### src/lbhp_pkg.sv
`default_nettype none
package lbhp_pkg;
    // bus selection pin codes
    localparam logic [1:0] SEL_486 = 2'h0;
    localparam logic [1:0] SEL_VL = 2'h1;
    localparam logic [1:0] SEL_PCI = 2'h2;
    // pci target commands
    localparam logic [3:0] CMD_IO_RD = 4'h2;
    localparam logic [3:0] CMD_IO_WR = 4'h3;
    localparam logic [3:0] CMD_MEM_RD = 4'h6;
    localparam logic [3:0] CMD_MEM_WR = 4'h7;
    // address decode windows
    localparam int MEM_LSB = 24;
    localparam logic [7:0] MEM_BASE = 8'h0a;
    localparam int IO_LSB = 10;
    localparam logic [5:0] IO_PAGE = 6'h00;
    localparam logic [15:0] STRAP_RST = 16'h0000;
    typedef enum logic [1:0] {MODE_486, MODE_VL, MODE_PCI} lbhp_mode_t;
    typedef enum logic [2:0] {
        ST_IDLE, ST_P_WR, ST_P_RD, ST_P_RDDATA, ST_P_TURN, ST_L_WR, ST_L_RD, ST_L_DONE
    } lbhp_state_t;
endpackage
`default_nettype wire

### src/lbhp_host_port.sv
`timescale 1ns/10ps
`default_nettype none
// Summary of operation
// - port runs as 486 local bus, 32-bit VESA local bus or PCI target.
// - one-entry write buffer lets host writes finish before the internal write retires; they wait only while it is still full.
// - address/data lines driven only while returning read data.
// - parity driven only after PCI read data; never driven in local-bus modes.
// - low host reset clears the state machine and write buffer and holds bus outputs inactive.
// - reset release captures all sixteen video memory data bits as straps if they are stable, else loads STRAP_RST.
module lbhp_host_port (
    // clock and reset
    input wire logic clk,
    input wire logic rstn,
    // configuration
    input wire logic [1:0] bus_sel,
    input wire logic [15:0] video_mem_data_low_bank,
    output logic [15:0] cfg_straps,
    // shared address/data and parity
    input wire logic [31:0] ad_in,
    output logic [31:0] ad_out,
    output logic ad_oe,
    output logic par_out,
    output logic par_oe,
    // pci control
    input wire logic [3:0] cbe_n,
    input wire logic frame_n,
    input wire logic irdy_n,
    output logic devsel_n_out,
    output logic devsel_oe,
    output logic trdy_n_out,
    output logic trdy_oe,
    output logic stop_n_out,
    output logic stop_oe,
    // local bus control
    input wire logic [31:2] adr,
    input wire logic wr_n,
    input wire logic mio_n,
    input wire logic ads_n,
    input wire logic rdyrtn_n,
    output logic lrdy_n,
    output logic ldev_n,
    // internal write port
    output logic wr_valid,
    output logic [31:0] wr_addr,
    output logic [31:0] wr_data,
    output logic [3:0] wr_be_n,
    output logic wr_mem,
    input wire logic wr_ready,
    // internal read port
    output logic rd_req,
    output logic [31:0] rd_addr,
    output logic [3:0] rd_be_n,
    output logic rd_mem,
    input wire logic rd_ack,
    input wire logic [31:0] rd_data
);
    function automatic logic addr_hit(input logic [31:0] a, input logic mem);
        addr_hit = mem ? (a[31:lbhp_pkg::MEM_LSB] == lbhp_pkg::MEM_BASE)
                       : (a[15:lbhp_pkg::IO_LSB] == lbhp_pkg::IO_PAGE);
    endfunction

    lbhp_pkg::lbhp_state_t state_q;
    lbhp_pkg::lbhp_mode_t mode_q;
    logic [1:0] sel_s1, sel_s2, sel_s3;
    logic [15:0] mda_s1, mda_s2, mda_s3;
    logic rstn_prev_q;
    logic [31:0] addr_q;
    logic [3:0] be_q;
    logic mem_q;
    logic rd_busy_q;

    // pci command decode
    wire p_rd = (cbe_n == lbhp_pkg::CMD_IO_RD) || (cbe_n == lbhp_pkg::CMD_MEM_RD);
    wire p_wr = (cbe_n == lbhp_pkg::CMD_IO_WR) || (cbe_n == lbhp_pkg::CMD_MEM_WR);
    wire p_mem = cbe_n[2];
    wire p_claim = !frame_n && (p_rd || p_wr) && addr_hit(ad_in, p_mem);
    wire l_claim = !ads_n && addr_hit({adr, 2'b00}, mio_n);
    wire is_pci = (mode_q == lbhp_pkg::MODE_PCI);
    // buffer may take a new write while the old one retires
    wire wb_free = !wr_valid || wr_ready;
    wire rd_go = !rd_busy_q && !wr_valid;
    wire p_xfer = !trdy_n_out && !irdy_n;

    // pin synchronisers; straps and mode pins come from outside the bus clock
    always_ff @(posedge clk) begin
        sel_s1 <= bus_sel;
        sel_s2 <= sel_s1;
        sel_s3 <= sel_s2;
        mda_s1 <= video_mem_data_low_bank;
        mda_s2 <= mda_s1;
        mda_s3 <= mda_s2;
        rstn_prev_q <= rstn;
    end

    always_ff @(posedge clk) begin
        if (!rstn_prev_q && rstn && (mda_s2 == mda_s3)) begin
            cfg_straps <= mda_s3;
        end else if (!rstn_prev_q && rstn) begin
            cfg_straps <= lbhp_pkg::STRAP_RST;
        end
    end

    always_ff @(posedge clk) begin
        if (!rstn) begin
            mode_q <= lbhp_pkg::MODE_486;
        end else if (state_q == lbhp_pkg::ST_IDLE && sel_s2 == sel_s3) begin
            unique case (sel_s3)
                lbhp_pkg::SEL_VL: mode_q <= lbhp_pkg::MODE_VL;
                lbhp_pkg::SEL_PCI: mode_q <= lbhp_pkg::MODE_PCI;
                default: mode_q <= lbhp_pkg::MODE_486;
            endcase
        end
    end

    always_ff @(posedge clk) begin
        if (!rstn) begin
            state_q <= lbhp_pkg::ST_IDLE;
            ad_out <= 32'h0000_0000;
            ad_oe <= 1'b0;
            par_out <= 1'b0;
            par_oe <= 1'b0;
            devsel_n_out <= 1'b1;
            devsel_oe <= 1'b0;
            trdy_n_out <= 1'b1;
            trdy_oe <= 1'b0;
            stop_n_out <= 1'b1;
            stop_oe <= 1'b0;
            lrdy_n <= 1'b1;
            ldev_n <= 1'b1;
            wr_valid <= 1'b0;
            wr_addr <= 32'h0000_0000;
            wr_data <= 32'h0000_0000;
            wr_be_n <= 4'hf;
            wr_mem <= 1'b0;
            rd_req <= 1'b0;
            rd_busy_q <= 1'b0;
            addr_q <= 32'h0000_0000;
            be_q <= 4'hf;
            mem_q <= 1'b0;
        end else begin
            rd_req <= 1'b0;
            if (wr_valid && wr_ready) begin
                wr_valid <= 1'b0;
            end
            unique case (state_q)
                lbhp_pkg::ST_IDLE: begin
                    if (is_pci && p_claim) begin
                        addr_q <= ad_in;
                        mem_q <= p_mem;
                        devsel_n_out <= 1'b0;
                        devsel_oe <= 1'b1;
                        trdy_oe <= 1'b1;
                        stop_oe <= 1'b1;
                        state_q <= p_wr ? lbhp_pkg::ST_P_WR : lbhp_pkg::ST_P_RD;
                    end else if (!is_pci && l_claim) begin
                        addr_q <= {adr, 2'b00};
                        be_q <= cbe_n;
                        mem_q <= mio_n;
                        ldev_n <= (mode_q != lbhp_pkg::MODE_VL);
                        state_q <= wr_n ? lbhp_pkg::ST_L_WR : lbhp_pkg::ST_L_RD;
                    end
                end
                lbhp_pkg::ST_P_WR: begin
                    if (p_xfer) begin
                        wr_valid <= 1'b1;
                        wr_addr <= addr_q;
                        wr_data <= ad_in;
                        wr_be_n <= cbe_n;
                        wr_mem <= mem_q;
                        trdy_n_out <= 1'b1;
                        stop_n_out <= 1'b1;
                        devsel_n_out <= 1'b1;
                        state_q <= lbhp_pkg::ST_P_TURN;
                    end else if (wb_free) begin
                        trdy_n_out <= 1'b0;
                        stop_n_out <= 1'b0;
                    end
                end
                lbhp_pkg::ST_P_RD: begin
                    if (rd_go) begin
                        rd_req <= 1'b1;
                        rd_busy_q <= 1'b1;
                        rd_addr <= addr_q;
                        rd_be_n <= cbe_n;
                        rd_mem <= mem_q;
                    end
                    if (rd_busy_q && rd_ack) begin
                        rd_busy_q <= 1'b0;
                        ad_out <= rd_data;
                        ad_oe <= 1'b1;
                        trdy_n_out <= 1'b0;
                        stop_n_out <= 1'b0;
                        state_q <= lbhp_pkg::ST_P_RDDATA;
                    end
                end
                lbhp_pkg::ST_P_RDDATA: begin
                    if (!irdy_n) begin
                        ad_oe <= 1'b0;
                        par_out <= ^{ad_out, cbe_n};
                        par_oe <= 1'b1;
                        trdy_n_out <= 1'b1;
                        stop_n_out <= 1'b1;
                        devsel_n_out <= 1'b1;
                        state_q <= lbhp_pkg::ST_P_TURN;
                    end
                end
                lbhp_pkg::ST_P_TURN: begin
                    par_oe <= 1'b0;
                    devsel_oe <= 1'b0;
                    trdy_oe <= 1'b0;
                    stop_oe <= 1'b0;
                    state_q <= lbhp_pkg::ST_IDLE;
                end
                lbhp_pkg::ST_L_WR: begin
                    if (wb_free) begin
                        wr_valid <= 1'b1;
                        wr_addr <= addr_q;
                        wr_data <= ad_in;
                        wr_be_n <= be_q;
                        wr_mem <= mem_q;
                        lrdy_n <= 1'b0;
                        state_q <= lbhp_pkg::ST_L_DONE;
                    end
                end
                lbhp_pkg::ST_L_RD: begin
                    if (rd_go) begin
                        rd_req <= 1'b1;
                        rd_busy_q <= 1'b1;
                        rd_addr <= addr_q;
                        rd_be_n <= be_q;
                        rd_mem <= mem_q;
                    end
                    if (rd_busy_q && rd_ack) begin
                        rd_busy_q <= 1'b0;
                        ad_out <= rd_data;
                        ad_oe <= 1'b1;
                        lrdy_n <= 1'b0;
                        state_q <= lbhp_pkg::ST_L_DONE;
                    end
                end
                lbhp_pkg::ST_L_DONE: begin
                    lrdy_n <= 1'b1;
                    // vesa cycles end on ready return, 486 cycles on our ready
                    if (mode_q != lbhp_pkg::MODE_VL || !rdyrtn_n) begin
                        ad_oe <= 1'b0;
                        ldev_n <= 1'b1;
                        state_q <= lbhp_pkg::ST_IDLE;
                    end
                end
            endcase
        end
    end
endmodule
`default_nettype wire

### config.mk
export PLATFORM = sky130hd
export DESIGN_NAME = lbhp_host_port
export DESIGN_NICKNAME = d
export VERILOG_FILES = /design/src/lbhp_pkg.sv /design/src/lbhp_host_port.sv
export SDC_FILE = /design/constraint.sdc
export NUM_CORES = 1
export LEC_CHECK = 0
export BUFFER_PORTS_ARGS = -buffer_cell sky130_fd_sc_hd__clkbuf_2
export CORE_ASPECT_RATIO = 0.9
export CORE_MARGIN = 1.5
export CORE_UTILIZATION = 35
export DETAILED_ROUTE_END_ITERATION = 16
export GPL_ROUTABILITY_DRIVEN = 0
export GPL_TIMING_DRIVEN = 0
export MAX_ROUTING_LAYER = met4
export PLACE_DENSITY = 0.61
export SLEW_MARGIN = 10
export SYNTH_ARGS = -nofsm -noshare
export SYNTH_HDL_FRONTEND = slang
export SYNTH_SLANG_ARGS = --single-unit
### constraint.sdc
create_clock -name clk -period 7.45 [get_ports clk]
set_clock_uncertainty 0.15 [all_clocks]
set_input_delay 1.49 -clock clk [delete_from_list [all_inputs] [get_ports clk]]
set_output_delay 1.49 -clock clk [all_outputs]
set_load 0.01 [all_outputs]
==> key figures <==
Placement
  • DP HPWL: 21000 um
  • # port buffers: 292
  • Placed insts: 1595
  • Placed cell area: approximately 0.012 mm^2

Logic synthesis
  • #FFs+latches synth: about 260
  • Seq/Total Area, Yosys: approximately 59%
  • Top FF cell, synth: dfxtp_1
  • Syn. warnings: 0
  • Number of synthesized flops with an enable pin: 53
  • Top post-synthesis cells by area: dfxtp_1 43%, edfxtp_1 16%, nand2_1 9.6%, a21boi_0 7.6%, mux2i_1 3.9%
  • Syn nets: about 1100
  • Netlist cell types: 48
  • Syn Inst Count: 936
  • Ys async rst share: 0%
  • Post-synth top area share: 42.5%
  • Synth area leader: dfxtp_1
  • Syn Area/Cell: 10.5 um^2
  • Post-Syn Area: between 0.009 and 0.01 mm^2

STA
  • RSZ-0062 raised after global routing: false
  • Maximum clock rate: 280 MHz
  • Final period utilization: 47.9%
  • Pins Over Slew Limit: 0
  • Final Setup Violations: 0
  • Minimum clock period: 3.57 ns
  • Slew of the pin with the lowest slew margin: 1.05 ns
  • Hold Vio Cnt, Final: 0
  • Fin Setup TNS: 0 ns
  • Headroom to the max-slew limit: 29.9%

Layout
  • Cell area after layout: ~0.013 mm^2
  • Final design utilization: 45.9%
  • Finished Layout Cells: 1648
  • Share of layout cells above drive strength 1: 28.6%
  • Area Growth Syn to Fin: 29.7%
  • NumNets Final: 1395

Routing
  • Routed vias: just under 8000
  • Vias/cell: about 4.7
  • DRC: 0
  • 1st-pass router iterations: 4
  • Final WL: roughly 27000 um
  • Iteration-0 DRC count of the detailed router: 425
  • Routed Antenna Nets: 0
  • Routed len/inst: roughly 17 um

CTS
  • CTS Buf Count: 28
  • H-tree Lvls: 1
  • CTS tree: done
  • Cts repair resizes: 0
  • Clock Latency Late Sink: roughly 0.54 ns
  • CTS Hold Bufs: 0
  • CTS root buf: clkbuf_16
  • # clock sinks: 262
  • Clk buf depth: 3
  • Clock-pin transition on the worst setup and hold timing paths: 0.06 ns
  • Postcts setup bufs: 0

Global routing
  • Initial antenna violation count: 1
  • GRT overflow: 0
  • Global-route wire length before repair: 41800 um
  • Tot GR Track Use: between 10% and 20%
  • Largest net degree at the start of global routing: 18
  • Number of global-route vias before repair: 7337

Worst setup path
  • Crit path required time: a little under 8 ns
  • Crit path cell chain: clkbuf_2 > or4_1 > or4_4 > a21o_1 > buf_6 > a21oi_4 > buf_6 > nand2_1 > o211a_1
  • Delay of the slowest critical-path stage: 0.66 ns
  • Crit-path max FO: 10
  • Crit Path Class: primary input to register
  • Crit path max-delay cell type: or4_1
  • Data arrival, critical path: 3.85 ns
  • Crit end category: register
  • CP Launch Type: primary input
  • Top cell by count, worst path: buf_6

Power and ir drop
  • Seq pwr share: between 40 and 50%
  • Power Density: 278 mW/mm^2
  • Worst ir drop on vdd: roughly 0.00015 V
  • Leakage: 5.72 nW
  • Net Sw Frac: around 27%
  • Combinational share of power: 16.0%
  • Psw: 972 uW
  • Clock power frac: 39.2%
  • Tot Pwr: 3.54 mW
  • Cell internal pwr: 2.57 mW

Die
  • Total die area: 0.0291 mm^2
  • Rows: slightly below 60
  • CORE AREA: 0.0278 mm^2
  • Initial core utilization: 35.4%
  • Ports: 293
  • Chip width: around 180 um
  • Die Ht: 162 um

Min path
  • Hold crit path type: register to register

Run
  • Max-cap check violation count: 0

Run status
  • Outcome: finished clean
==> power groups by stage <==
stage / sequential (mW) / combinational (mW) / clock [mW]
after floorplan: 1.64 / 0.307 / 0
after global placement: 1.63 / 0.556 / 0
after detailed placement: 1.62 / 0.573 / 0
after CTS: 1.59 / 0.575 / 1.42
after global routing: 1.60 / 0.631 / 1.48
final: 1.59 / 0.567 / 1.39
==> cell usage after synthesis, types with 2 or more instances <==
| cell type | count |
|---|---|
| nor3_1 | 3 |
| ha_1 | 4 |
| nor2_1 | 10 |
| a21oi_1 | 11 |
| nand3_1 | 10 |
| nand3b_1 | 2 |
| o221ai_1 | 2 |
| buf_4 | 3 |
| edfxtp_1 | 53 |
| o211a_1 | 32 |
| a21o_1 | 5 |
| nand2_1 | 252 |
| nand4_1 | 3 |
| buf_2 | 2 |
| xor2_1 | 4 |
| xnor2_1 | 42 |
| nand2b_1 | 2 |
| a21boi_0 | 100 |
| clkbuf_1 | 41 |
| nor2b_1 | 13 |
| a32oi_1 | 3 |
| dfxtp_1 | 209 |
| o211ai_1 | 4 |
| or3_1 | 2 |
| o21ai_0 | 20 |
| buf_6 | 8 |
| nor4b_1 | 5 |
| mux2i_1 | 38 |
| mux2_2 | 4 |
| and3_1 | 3 |
| and2_1 | 20 |
| inv_1 | 6 |
| nor4_1 | 3 |
| buf_1 | 3 |
==> per-stage QoR <==
step / hold WS [ns] / worst slack (ns)
6_report: 0.176 / 3.88
5_1_grt: 0.179 / 3.82
4_1_cts: 0.176 / 3.93
3_5_place_dp: 0.162 / 3.35
3_3_place_gp: 0.160 / -1.97
2_1_floorplan: 0.160 / 1.56
==> final timing paths <==
path                            cells after the start  slack (ns)  startpoint           to
worst min-delay path                                0        0.18   mda_s1[6]    mda_s2[6]
worst max register to register                      7        4.60  state_q[2]  wr_addr[31]
worst min register to register                      0        0.18   mda_s1[6]    mda_s2[6]
worst max-delay path                                9        3.88   ad_in[10]    addr_q[8]
==> sequential cells by signal, summed over array words and instances (netlist names), 2 cells and up <==
name and flops:
rd_be_n 4, mda_s2 16, mda_s3 16, wr_data 32, ad_out 32, wr_be_n 4, state_q 3, sel_s1 2
wr_addr 32, rd_addr 32, sel_s3 2, mda_s1 16, mode_q 2, cfg_straps 16, addr_q 32, be_q 4
sel_s2 2
==> logic make-up (layout without fill, tap and decap cells) <==
| family | after synthesis | after routing | synth area share [%] |
|---|---|---|---|
| simple gates | 334 | 334 | 14.7 |
| compound gates | 184 | 184 | 14.3 |
| mux | 42 | 42 | 4.32 |
| buf+inv | 63 | 414 | 3.15 |
| other cells | 0 | 1 | 0 |
| fa+ha+maj | 4 | 4 | 0.509 |
| xor+xnor | 47 | 47 | 4.32 |
| flops | 262 | 262 | 58.7 |
==> routing by layer <==
| metal | track usage (%) | share of wire [%] | up-vias | routed length [um] |
|---|---|---|---|---|
| met4 | 4.20 | 2.0 | 0 | 548 |
| met5 | - | 0 | - | 0 |
| met2 | 30.2 | 47 | 226 | 12800 |
| met3 | 3.45 | 5.3 | 38 | 1460 |
| li1 | - | - | 3854 | - |
| met1 | 24.8 | 46 | 3591 | 12600 |
==> area by class of cell <==
cell class | instances | area (um^2)
inverters | 6 | 22.5
fillers | 2681 | 15000
plain buffers | 57 | 288
flip-flops and latches | 262 | 5780
repair buffers | 299 | 1520
clock inverters | 12 | 138
well taps | 360 | 450
clock buffers | 40 | 806
multi-input cells | 611 | 3760
diodes | 1 | 2.50
==> worst max-delay path: cells and delay by family <==
kind	cells	cell delay [ns]
compound gates	3	0.68
simple gates	3	1.21
buf+inv	3	0.47
==> placed cells by master, fill, tap and decap left out, types with 5 or more instances in the layout <==
cell / instances
buf_6: 9
xnor2_1: 42
inv_1: 6
and2_1: 20
edfxtp_1: 53
clkbuf_1: 47
o21ai_0: 20
clkbuf_16: 28
a21oi_1: 11
dfxtp_1: 209
clkinv_2: 8
mux2i_1: 38
nand3_1: 10
clkbuf_2: 292
nor2b_1: 12
clkbuf_8: 6
a21boi_0: 100
nand2_1: 252
buf_4: 7
nor2_1: 10
o211a_1: 32
a21o_1: 5
(Power assumes the default switching activity.)
